`config.mk`:
```
export PLATFORM = sky130hd
export DESIGN_NAME = adc_result_holding_regs
export DESIGN_NICKNAME = d
export VERILOG_FILES = /design/src/adc_result_pkg.sv /design/src/adc_result_slot.sv /design/src/adc_result_holding_regs.sv
export SDC_FILE = /design/constraint.sdc
export NUM_CORES = 1
export LEC_CHECK = 0
export ABC_AREA = 1
export BUFFER_PORTS_ARGS = -buffer_cell sky130_fd_sc_hd__buf_4
export CELL_PAD_IN_SITES_DETAIL_PLACEMENT = 0
export CELL_PAD_IN_SITES_GLOBAL_PLACEMENT = 2
export CORE_ASPECT_RATIO = 1.5
export CORE_UTILIZATION = 26
export DETAILED_ROUTE_END_ITERATION = 10
export PLACE_DENSITY = 0.81
export SETUP_SLACK_MARGIN = 0.2
export SLEW_MARGIN = 20
export SYNTH_ARGS = -nofsm -noshare
export SYNTH_HDL_FRONTEND = slang
export SYNTH_SLANG_ARGS = --single-unit
```
`constraint.sdc`:
```
create_clock -name pclk -period 0.95 [get_ports pclk]
set_input_delay 0.095 -clock pclk [delete_from_list [all_inputs] [get_ports pclk]]
set_output_delay 0.095 -clock pclk [all_outputs]
set_load 0.05 [all_outputs]
```
`src/adc_result_pkg.sv`:
```
// constants shared by the conversion result holding registers
// How it works
// - high register shows result bits nine to two
// - low register bits 7:6 show result bits 1:0
// - low register bits 5 to 2 read one
// - store into slot sets result stored flag
// - low read clears stored flag, high read not
// - store before both reads sets overrun flag
// - reading overrun flag clears it afterwards
package adc_result_pkg;

    // sizes
    localparam int unsigned RES_W   = 10;
    localparam int unsigned HIGH_W  = 8;
    localparam int unsigned REG_W   = 8;
    localparam int unsigned SLOT_N  = 4;
    localparam int unsigned IDX_W   = 30;

    // register indices, byte address is four times the index
    localparam logic [31:0] IDX_HIGH_SLOT4 = 32'hFFFFF30A;
    localparam logic [31:0] IDX_LOW_SLOT4  = 32'hFFFFF30B;
    localparam logic [31:0] IDX_HIGH_SLOT5 = 32'hFFFFF308;
    localparam logic [31:0] IDX_LOW_SLOT5  = 32'hFFFFF309;
    localparam logic [31:0] IDX_HIGH_SLOT6 = 32'hFFFFF30E;
    localparam logic [31:0] IDX_LOW_SLOT6  = 32'hFFFFF30F;
    localparam logic [31:0] IDX_HIGH_SLOT7 = 32'hFFFFF30C;
    localparam logic [31:0] IDX_LOW_SLOT7  = 32'hFFFFF30D;
    localparam logic [31:0] IDX_IRQ_STATUS = 32'hFFFFF310;
    localparam logic [31:0] IDX_IRQ_MASK   = 32'hFFFFF311;

    // slot n of the block is result slot n+4
    localparam logic [31:0] IDX_HIGH [SLOT_N] =
        '{IDX_HIGH_SLOT4, IDX_HIGH_SLOT5, IDX_HIGH_SLOT6, IDX_HIGH_SLOT7};
    localparam logic [31:0] IDX_LOW [SLOT_N] =
        '{IDX_LOW_SLOT4, IDX_LOW_SLOT5, IDX_LOW_SLOT6, IDX_LOW_SLOT7};

    // low register field layout
    localparam int unsigned LOW_RES_MSB    = 7;
    localparam int unsigned LOW_RES_LSB    = 6;
    localparam int unsigned LOW_ONES_MSB   = 5;
    localparam int unsigned LOW_ONES_LSB   = 2;
    localparam int unsigned LOW_OVR_BIT    = 1;
    localparam int unsigned LOW_STORED_BIT = 0;
    localparam logic [3:0]  LOW_ONES       = 4'hF;

    // interrupt status and mask layout
    localparam int unsigned IRQ_STORED_LSB = 0;
    localparam int unsigned IRQ_OVR_LSB    = 4;

    // values after reset
    localparam logic [RES_W-1:0] RESULT_RST     = 10'h000;
    localparam logic [REG_W-1:0] IRQ_STATUS_RST = 8'h00;
    localparam logic [REG_W-1:0] IRQ_MASK_RST   = 8'h00;
    localparam logic [31:0]      PRDATA_RST     = 32'h00000000;

endpackage

```
`src/adc_result_slot.sv`:
```
// one result slot: held result, stored flag, overrun flag, read trackers
`timescale 1ns/1ps
module adc_result_slot (
    // clock and reset
    input  wire logic                            pclk,
    input  wire logic                            presetn,
    // converter side
    input  wire logic                            store,
    input  wire logic [adc_result_pkg::RES_W-1:0] store_data,
    // software read strobes
    input  wire logic                            read_high,
    input  wire logic                            read_low,
    // slot state
    output logic      [adc_result_pkg::RES_W-1:0] result,
    output logic                                 stored_flag,
    output logic                                 overrun_flag,
    output logic                                 overrun_event
);

    logic                             high_seen;
    logic                             low_seen;
    logic [adc_result_pkg::RES_W-1:0] next_result;
    logic                             next_stored_flag;
    logic                             next_overrun_flag;
    logic                             next_high_seen;
    logic                             next_low_seen;

    always_comb begin
        next_result   = store ? store_data : result;
        // a store wins over a read in the same cycle
        next_stored_flag = store | (stored_flag & ~read_low);
        overrun_event = store & ~(high_seen & low_seen);
        next_overrun_flag = overrun_event | (overrun_flag & ~read_low);
        next_high_seen = ~store & (high_seen | read_high);
        next_low_seen  = ~store & (low_seen | read_low);
    end

    // trackers start as read so the first store is no overrun
    always_ff @(posedge pclk or negedge presetn) begin
        if (!presetn) begin
            result       <= adc_result_pkg::RESULT_RST;
            stored_flag  <= 1'b0;
            overrun_flag <= 1'b0;
            high_seen    <= 1'b1;
            low_seen     <= 1'b1;
        end else begin
            result       <= next_result;
            stored_flag  <= next_stored_flag;
            overrun_flag <= next_overrun_flag;
            high_seen    <= next_high_seen;
            low_seen     <= next_low_seen;
        end
    end
endmodule

```
`src/adc_result_holding_regs.sv`:
```
// apb register block holding converter results of slots four to seven
//
// The implementer's own choice: register access over APB.
`timescale 1ns/1ps
module adc_result_holding_regs (
    // clock and reset
    input  wire logic                             pclk,
    input  wire logic                             presetn,
    // apb slave
    input  wire logic                             psel,
    input  wire logic                             penable,
    input  wire logic                             pwrite,
    input  wire logic [31:0]                      paddr,
    input  wire logic [31:0]                      pwdata,
    output logic      [31:0]                      prdata,
    output logic                                  pready,
    output logic                                  pslverr,
    // converter core store port
    input  wire logic                             store_valid,
    input  wire logic [1:0]                       store_slot,
    input  wire logic [adc_result_pkg::RES_W-1:0] store_result,
    // interrupt
    output logic                                  irq
);

    localparam int unsigned N = adc_result_pkg::SLOT_N;
    localparam int unsigned W = adc_result_pkg::RES_W;
    localparam int unsigned R = adc_result_pkg::REG_W;

    // bus phase decode
    logic             setup_phase;
    logic             access_done;
    logic             rd_setup;
    logic             wr_done;
    logic [adc_result_pkg::IDX_W-1:0] word_idx;

    // address hits
    logic [N-1:0]     hit_high;
    logic [N-1:0]     hit_low;
    logic             hit_status;
    logic             hit_mask;
    logic             hit_any;

    // slot strobes and state
    logic [N-1:0]     slot_store;
    logic [N-1:0]     slot_read_high;
    logic [N-1:0]     slot_read_low;
    logic [W-1:0]     slot_result [N];
    logic [N-1:0]     slot_stored;
    logic [N-1:0]     slot_overrun;
    logic [N-1:0]     slot_ovr_event;

    // register views
    logic [R-1:0]     high_view [N];
    logic [R-1:0]     low_view [N];

    // interrupt registers
    logic [R-1:0]     irq_status;
    logic [R-1:0]     irq_mask;
    logic [R-1:0]     irq_events;
    logic [R-1:0]     next_irq_status;
    logic [R-1:0]     next_irq_mask;

    // read data path
    logic [31:0]      read_word;
    logic [31:0]      next_prdata;
    logic             next_pslverr;

    assign setup_phase = psel & ~penable;
    assign access_done = psel & penable & pready;
    assign rd_setup    = setup_phase & ~pwrite;
    assign wr_done     = access_done & pwrite;
    assign word_idx    = paddr[31:2];

    // zero wait state slave
    assign pready = psel & penable;

    assign hit_status = word_idx == adc_result_pkg::IDX_IRQ_STATUS[29:0];
    assign hit_mask   = word_idx == adc_result_pkg::IDX_IRQ_MASK[29:0];
    assign hit_any    = (|hit_high) | (|hit_low) | hit_status | hit_mask;

    genvar gi;
    generate
        for (gi = 0; gi < N; gi++) begin : g_slot
            assign hit_high[gi] = word_idx == adc_result_pkg::IDX_HIGH[gi][29:0];
            assign hit_low[gi]  = word_idx == adc_result_pkg::IDX_LOW[gi][29:0];

            assign slot_store[gi] = store_valid & (store_slot == 2'(gi));

            // read side effects land with the data capture
            assign slot_read_high[gi] = rd_setup & hit_high[gi];
            assign slot_read_low[gi]  = rd_setup & hit_low[gi];

            assign high_view[gi] = slot_result[gi][W-1:W-R];
            assign low_view[gi]  = {slot_result[gi][1:0],
                                    adc_result_pkg::LOW_ONES,
                                    slot_overrun[gi],
                                    slot_stored[gi]};

            adc_result_slot u_slot (
                .pclk          (pclk),
                .presetn       (presetn),
                .store         (slot_store[gi]),
                .store_data    (store_result),
                .read_high     (slot_read_high[gi]),
                .read_low      (slot_read_low[gi]),
                .result        (slot_result[gi]),
                .stored_flag   (slot_stored[gi]),
                .overrun_flag  (slot_overrun[gi]),
                .overrun_event (slot_ovr_event[gi])
            );

            assign irq_events[adc_result_pkg::IRQ_STORED_LSB + gi] = slot_store[gi];
            assign irq_events[adc_result_pkg::IRQ_OVR_LSB + gi]    = slot_ovr_event[gi];
        end
    endgenerate

    // read multiplexer
    always_comb begin
        read_word = 32'h00000000;
        for (int i = 0; i < N; i++) begin
            if (hit_high[i]) begin
                read_word = {24'h000000, high_view[i]};
            end
            if (hit_low[i]) begin
                read_word = {24'h000000, low_view[i]};
            end
        end
        if (hit_status) begin
            read_word = {24'h000000, irq_status};
        end
        if (hit_mask) begin
            read_word = {24'h000000, irq_mask};
        end
    end

    // read data and error are caught in the setup cycle
    always_comb begin
        next_prdata  = prdata;
        next_pslverr = pslverr;
        if (setup_phase) begin
            next_prdata  = pwrite ? 32'h00000000 : read_word;
            next_pslverr = ~hit_any;
        end
    end

    always_ff @(posedge pclk or negedge presetn) begin
        if (!presetn) begin
            prdata  <= adc_result_pkg::PRDATA_RST;
            pslverr <= 1'b0;
        end else begin
            prdata  <= next_prdata;
            pslverr <= next_pslverr;
        end
    end

    // sticky status, write one to clear, a new event wins
    always_comb begin
        next_irq_status = irq_status;
        next_irq_mask   = irq_mask;
        if (wr_done && hit_status) begin
            next_irq_status = irq_status & ~pwdata[R-1:0];
        end
        next_irq_status = next_irq_status | irq_events;
        if (wr_done && hit_mask) begin
            next_irq_mask = pwdata[R-1:0];
        end
    end

    always_ff @(posedge pclk or negedge presetn) begin
        if (!presetn) begin
            irq_status <= adc_result_pkg::IRQ_STATUS_RST;
            irq_mask   <= adc_result_pkg::IRQ_MASK_RST;
        end else begin
            irq_status <= next_irq_status;
            irq_mask   <= next_irq_mask;
        end
    end

    assign irq = |(irq_status & irq_mask);

    generate
        for (gi = 0; gi < N; gi++) begin : g_chk

        end
    endgenerate
endmodule

```
[Word level (Yosys, flattened, before mapping)]
Cells that the tools add are included.
Cells by class
  bitwise logic cells: 78
  eq/ne operators: 13
  reduce and logical (&&, ||, !) cells: 6
  muxes and demuxes: 12
Operators with widths (count)
  30-bit equality test (second input constant): 10
  32-bit 2-to-1 mux: 8
  1-bit bitwise AND: 40
  8-bit 2-to-1 mux: 4
  1-bit OR: 19
  8-bit bitwise AND: 2
  1-bit inverter: 15
  8-bit inverter: 1
  8-bit OR: 1
  4-bit OR reduction: 2
  8-bit OR reduction: 1
  2-bit equality test (second input constant): 2
  2-bit by 1-bit equality test with 1-bit output (second input constant): 1
  1-bit logical AND: 2
  2-bit zero test: 1
Storage, ports and cells
  input port bits: 82
  register bits after elaboration: 105
  word-level logic and storage cells: 133

[Longest topological paths before layout]
Gate-level depths: netlist of run 1.
  word-level depth: 12
  mapped depth: 15

[Modules after synthesis]
From an unflattened synthesis of run 1, not the netlist that was laid out.
Unflattened totals
  cells, all modules: 656
  area, all modules: 4714.5 µm²
By module, submodules not included
  adc_result_holding_regs: instances 1, cells an instance 420, area an instance 2557.5 µm²
  adc_result_slot: instances 4, cells an instance 59, area an instance 539.3 µm²

[Least setup slack after synthesis of run 1]
OpenSTA, ideal clock, no wires.
  path kind: input -> register
  start: input port paddr[9]
  end: register prdata[6]
  arrival: 1220 ps
  stages on the path: 13
  library setup time: 118 ps
  path buffers: 1
  path slack: -388 ps
  cell sequence: nor2_1 > nand2_2 > nor2_1 > nand3_2 > buf_2 > nor2_1 > nor2_1 > nand2_1 > nand2_1 > nand2_1 > nand4_1 > nand2_1 > nand2_1
Between the ends
  longest elaborated chain between the ends: 12
  elaborated cells between the ends (all ways): 21
  classes of those cells: 10 x eq/ne; 11 x mux
Ends and longest elaborated chain
  start: declaration: RTL line adc_result_holding_regs.sv:13  | input wire logic [31:0] paddr,
  30-bit equality test: RTL line adc_result_holding_regs.sv:85  | assign hit_high[gi] = word_idx == adc_result_pkg::IDX_HIGH[gi][29:0];
  8-bit 2-to-1 mux: RTL line adc_result_holding_regs.sv:122  | if (hit_high[i]) begin
  8-bit 2-to-1 mux: RTL line adc_result_holding_regs.sv:125  | if (hit_low[i]) begin
  8-bit 2-to-1 mux: RTL line adc_result_holding_regs.sv:122
  32-bit 2-to-1 mux: RTL line adc_result_holding_regs.sv:125
  32-bit 2-to-1 mux: RTL line adc_result_holding_regs.sv:122
  32-bit 2-to-1 mux: RTL line adc_result_holding_regs.sv:125
  32-bit 2-to-1 mux: RTL line adc_result_holding_regs.sv:122
  32-bit 2-to-1 mux: RTL line adc_result_holding_regs.sv:125
  32-bit 2-to-1 mux: RTL line adc_result_holding_regs.sv:129  | if (hit_status) begin
  32-bit 2-to-1 mux *: RTL line adc_result_holding_regs.sv:132  | if (hit_mask) begin
  32-bit 2-to-1 mux *: RTL line adc_result_holding_regs.sv:142  | next_prdata = pwrite ? 32'h00000000 : read_word;
  end signal: assignment: RTL line adc_result_holding_regs.sv:149  | prdata <= adc_result_pkg::PRDATA_RST;
  end signal: assignment: RTL line adc_result_holding_regs.sv:152  | prdata <= next_prdata;
  end: declaration: RTL line adc_result_holding_regs.sv:15  | output logic [31:0] prdata,
Mark *: on every way between the ends. The rest lies on a longest branch, timed or not.
A chain may end at the register's enable or synchronous reset.

[Final worst setup path of run 1]
  start: register irq_status[0]
  end: output port irq
Between the ends
  longest elaborated chain between the ends: 2
Ends and longest elaborated chain
  start: declaration: RTL line adc_result_holding_regs.sv:58  | logic [R-1:0] irq_status;
  start signal: assignment: RTL line adc_result_holding_regs.sv:172  | irq_status <= adc_result_pkg::IRQ_STATUS_RST;
  start signal: assignment: RTL line adc_result_holding_regs.sv:175  | irq_status <= next_irq_status;
  8-bit bitwise AND: RTL line adc_result_holding_regs.sv:180  | assign irq = |(irq_status & irq_mask);
  8-bit OR reduction: RTL line adc_result_holding_regs.sv:180
  end: declaration: RTL line adc_result_holding_regs.sv:23  | output logic irq
No other way between the ends.

==> qor.yml, run 1 <==
pwr:
  p_comb_frac: 0.163
  power_switching_w: 0.002429
  power.density_mw_per_mm2: 1253
  netSwitchingFraction: 0.2652
  power_w: 0.009159
  intPower_w: 0.006730
  clkPwrFrac: 0.410
  pwr-share-seq: 0.427
  p_leak_nw: 3.568
  ir_drop_uv: 650.2
logic_synthesis:
  synth.largest_area_cell: "dfrtp_1"
  synth_cells: 582
  synth_simple_gate_area_share: 0.2997
  synth_top_family_by_area: "simple AND/OR/NAND/NOR gates"
  synth-xor-area-share: 0
  synth_area_leaders: "dfrtp_1 42%, nand2_1 14%, o21ai_0 6.6%"
  async_reset_ff_frac: 1.000
  syn-cell-area_mm2: 0.004370
  synth_fa_ha_area_frac: 0
  avgSynthCellArea_um2: 7.509
  synth_seq_cells: 81
  synth_edf_count: 0
  synth_compound_area_frac: 0.1094
  synth_common_cells: "167 x nand2_1, 73 x dfrtp_1, 70 x inv_1"
  synth.area.mux_share: 0
  yosysUniqueCellTypes: 30
  ys_warn_count: 0
  yosysSeqAreaShare: 0.4661
  ys.flop_type: "dfrtp_1"
  synth_top_area_share: 0.4180
  yosysMostFrequentCell: "nand2_1"
final_layout:
  final_cell_area_mm2: 0.007311
  diodes: 0
  area_delta_synth_final_pct: 67.28
  nNetsFinal: 852
  instances_no_fill: 980
  drive_gt1_frac: 0.4509
route:
  wl_per_cell_um: 15.08
  vias_per_cell: 4.596
  drc: 0
  drt_iter0_markers: 135
  vias: 4504
  dr.pass1.iters: 4
  ant_nets: 0
  wl_um: 14780
floorplanning:
  die_w_um: 107.9
  ioPinCount: 117
  die_area_mm2: 0.01734
  num_rows: 57
  initial_core_util: 0.2676
  core_area_mm2: 0.01633
  die_h_um: 160.8
worst_setup_path:
  criticalPathCategory: "reg -> out"
  worstSetupStartpointType: "flip-flop"
  rrSetupSlack_ns: -0.19
  crit_path_end_kind: "primary output"
  critPathMaxFanout: 2
  worstPathRequired_ns: 0.85
  critPathArrivalTime_ns: 1.41
sta:
  fmax_mhz: 666.6
  rsz0062_at_grt: "yes"
  fin_crit_sh: 1.579
  finalMaxSlewViolations: 0
  finalWorstSetupSlack_ns: -0.5501
  setup_violations: 50
  fin_skew_ns: 0.005224
  period_needed_ns: 1.500
  hold_viol_final: 0
place:
  hpwl_um: 10510
  port_buffers: 66
  placedCellCount: 922
  gp_congestion: 0.8485
  placed_cell_area_mm2: 0.005764
global_route:
  antenna_found_initial: 0
  grtUsageTotal: 0.1730
  grt_max_degree: 41
  grt_pass1_wl_um: 22890
  grt_pass1_vias: 4516
  grt-ovfl-total: 0
run:
  cap_viol_max_count: 0
run_status:
  failed_checks: "setup timing"
  outcome: "finished, violations left"
clock_network:
  cts_tree: "built"
  ctsLongestPathBuffers: 2
  clk_pin_slew_ns: 0.06
  cts-root-buf: "clkbuf_16"
  clk_latency_ns: 0.33
  numCtsBuffers: 9
  clock_sinks: 81
  htreeDepth: 3
worst_hold_path:
  hp-class: "in -> reg"
what timing repair did:
item | 4_1_cts | 5_1_grt
hold buffers | 8 | 1
gates cloned | 5 | 2
buffers inserted | 15 | 12
endpoints found under the hold margin | 80 | 1
setup endpoints to repair | 62 | 79
resized for setup | 121 | 96
pin swaps | 47 | 40
placed cells by master (no fill, tap or decap), drive strengths merged, types with 13 or more instances in the layout:
| master | count |
|---|---|
| conb | 24 |
| o21ai | 80 |
| nor2 | 60 |
| nand4 | 24 |
| nand2 | 170 |
| inv | 74 |
| dfrtp | 73 |
| clkbuf | 13 |
| buf | 183 |
| nand3 | 21 |
layout make-up:
cell class                      instances  area, µm²
Clock buffer                           11      242.7
Multi-Input combinational cell        408       2444
Timing Repair Buffer                  194       1911
Tap cell                              206      257.7
Fill cell                            1582       9021
Clock inverter                          4      76.32
Inverter                               76      342.8
Sequential cell                        81       2037
kinds of logic (layout without fill, tap and decap cells):
family / after synthesis / in the layout
flip-flops: 81 / 81
AO/OA/AOI/OAI: 94 / 94
other: 1 / 24
AND/OR/NAND/NOR: 290 / 290
buffers and inverters: 116 / 285
worst max-delay path: stages, from the launching register on:
cell and delay [ns]:
dfrtp_1 0.40, nand2_2 0.08, nand2_2 0.07, a221oi_4 0.25
nand2_2 0.11, buf_8 0.16
power by group through the flow:
stage	clock, W	sequential, W	combinational, W
2_1_floorplan	0	0.00391	0.000723
3_3_place_gp	0	0.00394	0.00126
3_5_place_dp	0	0.00394	0.00128
4_1_cts	0.00380	0.00389	0.00140
5_1_grt	0.00397	0.00394	0.00164
6_report	0.00376	0.00391	0.00149
worst paths after layout:
| path | from | to | cells after the start |
|---|---|---|---|
| worst min register to register | g_slot[0].u_slot.stored_flag | g_slot[0].u_slot.stored_flag | 2 |
| worst max-delay path | irq_status[0] | irq | 5 |
| worst max register to register | irq_status[0] | prdata[0] | 6 |
| worst min-delay path | pwrite | g_slot[3].u_slot.high_seen | 4 |
| min in group asynchronous | presetn | pslverr | 2 |
| max in group asynchronous | presetn | g_slot[0].u_slot.high_seen | 3 |
per-layer routing:
layer | global-route usage | vias up | routed length (µm)
met5 | 0 | - | 0
met2 | 0.3185 | 115 | 8161
met3 | 0.02841 | 40 | 465
met1 | 0.1864 | 2151 | 5431
li1 | - | 2198 | -
met4 | 0.08780 | 0 | 723
through the flow:
stage / TNS, ns / util / hold slack (ns) / worst slack (ns)
final: -9.957 / 0.4476 / 0.02314 / -0.5501
after global routing: -12.99 / 0.4476 / 0.02775 / -0.5947
after CTS: -8.126 / 0.4189 / 0.005154 / -0.5722
after detailed placement: -28.30 / 0.3529 / -0.04065 / -0.7892
after global placement: -27.57 / 0.3529 / -0.03957 / -0.8101
after floorplan: -7.626 / - / -0.2006 / -0.3563
sequential cells by signal, summed over array words and instances (netlist names):
register                    count
g_slot.u_slot.high_seen         4
g_slot.u_slot.result           40
irq_status                      8
g_slot.u_slot.low_seen          4
pslverr                         1
g_slot.u_slot.stored_flag       4
prdata                          8
irq_mask                        8
g_slot.u_slot.overrun_flag      4
Power figures use the tool's default switching activity.
==> inputs of run 2 (changes only) <==
--- a/config.mk
+++ b/config.mk
@@ -11,10 +11,12 @@
 export CELL_PAD_IN_SITES_GLOBAL_PLACEMENT = 2
 export CORE_ASPECT_RATIO = 1.5
-export CORE_UTILIZATION = 26
+export CORE_UTILIZATION = 27
 export DETAILED_ROUTE_END_ITERATION = 10
-export PLACE_DENSITY = 0.81
+export GPL_TIMING_DRIVEN = 0
+export PLACE_DENSITY = 0.83
 export SETUP_SLACK_MARGIN = 0.2
 export SLEW_MARGIN = 20
 export SYNTH_ARGS = -nofsm -noshare
 export SYNTH_HDL_FRONTEND = slang
+export SYNTH_HIERARCHICAL = 1
 export SYNTH_SLANG_ARGS = --single-unit
==> constraint.sdc (replaced) <==
create_clock -name pclk -period 0.95 [get_ports pclk]
set_input_delay 0.095 -clock pclk [delete_from_list [all_inputs] [get_ports pclk]]
set_output_delay 0.095 -clock pclk [all_outputs]
set_load 0.02 [all_outputs]
==> qor.yml, run 2 <==
worst_setup_path:
  critPathMaxFanout: 2  # unchanged
  crit_path_end_kind: "primary output"
  worstPathRequired_ns: 0.85  # about the same
  crit_start: "irq_status[6]"
  reg2regPathDepth: 10  # +4
  rrSetupSlack_ns: -0.29  # -0.10 ns
  criticalPathCategory: "reg -> out"
  critPathArrivalTime_ns: 1.40  # about the same
  worstSetupStartpointType: "flip-flop"
  timing.critical_path.to: "irq"
  r2r-start: "g_slot[0].u_slot/result[4]"
  rr_endpoint: "prdata[2]"
run:
  cap_viol_max_count: 0  # unchanged
pwr:
  power_w: 0.009242  # +0.91%
  power.density_mw_per_mm2: 1290  # +3.0%
  ir_drop_uv: 958.9  # +47%
  p_leak_nw: 3.691  # +3.5%
logic_synthesis:
  synth_edf_count: 0  # unchanged
  ys.flop_type: "dfrtp_1"
  avgSynthCellArea_um2: 7.187  # -4.3%
  ys_warn_count: 6  # +6
  synth_seq_cells: 81  # unchanged
  syn-cell-area_mm2: 0.004715  # +7.9%
  synth_top_area_share: 0.3875  # -0.03051
  synth.largest_area_cell: "dfrtp_1"
  synth_common_cells: "267 x nand2_1, 81 x inv_1, 73 x dfrtp_1"
  async_reset_ff_frac: 1.000  # unchanged
  yosysUniqueCellTypes: 34  # +13%
  yosysMostFrequentCell: "nand2_1"
  synth_area_leaders: "dfrtp_1 39%, nand2_1 21%, inv_1 6.4%"
  yosysSeqAreaShare: 0.4321  # -0.03402
  synth_cells: 656  # +13%
clock_network:
  numCtsBuffers: 9  # unchanged
  cts-root-buf: "clkbuf_16"
  clk_latency_ns: 0.34  # about the same
  ctsHoldBuffers: 2  # -6
  clock_sinks: 81  # unchanged
  clk_pin_slew_ns: 0.06  # about the same
  cts_tree: "built"
  htreeDepth: 3  # unchanged
  ctsLongestPathBuffers: 2  # unchanged
worst_hold_path:
  hp-class: "in -> async"
place:
  placed_cell_area_mm2: 0.005687  # -1.3%
  port_buffers: 66  # unchanged
  placedCellCount: 955  # +3.6%
  gp_congestion: 0.8091  # -4.6%
  hpwl_um: 10660  # +1.4%
final_layout:
  drive_gt1_frac: 0.3890  # -0.06195
  final_core_util: 0.4237  # -0.02393
  largest_reg_flops: 40  # unchanged
  instances_no_fill: 1025  # +4.6%
  regMostFlops: "g_slot.u_slot/result"
  final_cell_area_mm2: 0.007164  # -2.0%
  mostFrequentLayoutCells: "229 x nand2_1, 95 x buf_4, 73 x dfrtp_1, 69 x inv_1, 52 x buf_6"
  area_delta_synth_final_pct: 51.96
  nFillCells: 1728  # +9.2%
  diodes: 0  # unchanged
  final_common_cell: "nand2_1"
  nNetsFinal: 892  # +4.7%
sta:
  finalWorstSetupSlack_ns: -0.5415  # +0.008620 ns
  setup_violations: 50  # unchanged
  hold_viol_final: 73  # +73
  rsz0062_at_grt: "yes"
  tightest_slew_ns: 0.7587
  fin_crit_sh: 1.570  # -0.009074
  slew_headroom: 0.4942
  period_needed_ns: 1.491  # -0.008620 ns
  hold_slack_ns: -0.2072  # -0.2303 ns
  fmax_mhz: 670.5  # +0.58%
  finalMaxSlewViolations: 0  # unchanged
  fin_skew_ns: 0.009442  # +0.004218 ns
route:
  dr.pass1.iters: 4  # unchanged
  wl_per_cell_um: 14.01  # -7.1%
  wl_um: 14360  # -2.9%
  vias: 4491  # -0.29%
  ant_nets: 0  # unchanged
  drt_iter0_markers: 189  # +40%
  vias_per_cell: 4.381  # -4.7%
  drc: 0  # unchanged
global_route:
  grt-ovfl-total: 0  # unchanged
  grt_pass1_vias: 4345  # -3.8%
  grtUsageTotal: 0.1675  # -0.005582
  grt_max_degree: 82  # +100%
  antenna_found_initial: 0  # unchanged
  grt_pass1_wl_um: 22320  # -2.5%
run_status:
  outcome: "finished, violations left"
  failed_checks: "hold timing, setup timing"
floorplanning:
  die_area_mm2: 0.01800  # +3.8%
  die_w_um: 109.9  # +1.9%
  num_rows: 58  # +1.8%
  ioPinCount: 117  # unchanged
  core_area_mm2: 0.01691  # +3.5%
  die_h_um: 163.8  # +1.9%
  initial_core_util: 0.2788  # +0.01122
run 2: changes by cell type after synthesis, sizes merged, moves of 3 or more:
cell | before | now
nor3 | 7 | 11
nor2 | 60 | 63
o21ai | 80 | 28
a21oi | 12 | 8
clkbuf | 8 | 3
nand3b | 4 | 0
o22ai | 0 | 5
nor4 | 4 | 1
buf | 32 | 36
nand2 | 170 | 277
inv | 75 | 87
run 2: cell type report:
class	count	area (µm²)	area share
Buffer	39	362.8	0.05065
Clock buffer	11	232.7	0.03248
Clock inverter	5	103.9	0.01450
Inverter	88	347.8	0.04855
Multi-Input combinational cell	471	2708	0.3779
Sequential cell	81	2037	0.2843
Tap cell	210	262.8	0.03667
Timing Repair Buffer	120	1110	0.1549
run 2: logic make-up (layout without fill, tap and decap cells):
logic type,Yosys count,after routing,synth area share
AO/OA/AOI/OAI,44,44,0.05016
buffers and inverters,127,263,0.1372
flip-flops,81,81,0.4321
other,1,24,0.0007954
AND/OR/NAND/NOR,403,403,0.3798
run 2: stage by stage:
stage | TNS (ns) | setup WS [ns]
finish | -7.482 | -0.5415
global route | -11.41 | -0.5940
CTS | -8.472 | -0.5710
detailed placement | -40.66 | -0.8759
global placement | -37.03 | -0.8451
floorplan | -7.750 | -0.3108
run 2: how the worst min path moves through the flow:
stage,startpoint,end,slack [ns],cells after the start
floorplan,presetn,g_slot[0].u_slot/overrun_flag,-0.20,0
global placement,presetn,g_slot[1].u_slot/result[9],0.33,1
detailed placement,presetn,g_slot[1].u_slot/result[9],0.35,1
CTS,presetn,g_slot[1].u_slot/result[8],-0.01,1
global route,presetn,g_slot[0].u_slot/result[8],-0.14,1
finish,presetn,g_slot[1].u_slot/result[9],-0.21,1
run 2: repair_timing:
item / in CTS / in global routing
buffers inserted: 30 / 19
endpoints found under the hold margin: 34 / 73
endpoints found under the setup margin: 64 / 72
pin swaps: 45 / 56
cloned: 2 / 1
resized for setup: 113 / 83
run 2: power by group:
part,internal [W],switching [W]
clock,0.00257,0.00142
sequential,0.00373,0.000169
combinational,0.000568,0.000778
run 2: critical path, cell delays in order, from the launching register on:
cell     delay, ns
dfrtp_1       0.38
a22o_1        0.25
a21oi_2       0.12
nand4_1       0.14
buf_6         0.17
run 2: layer usage:
metal	vias to the layer above	global-route usage	routed length [µm]
met3	22	0.02738	619
met5	-	0	0
met4	0	0.05455	437
li1	2293	-	-
met2	116	0.3057	7711
met1	2060	0.1947	5590
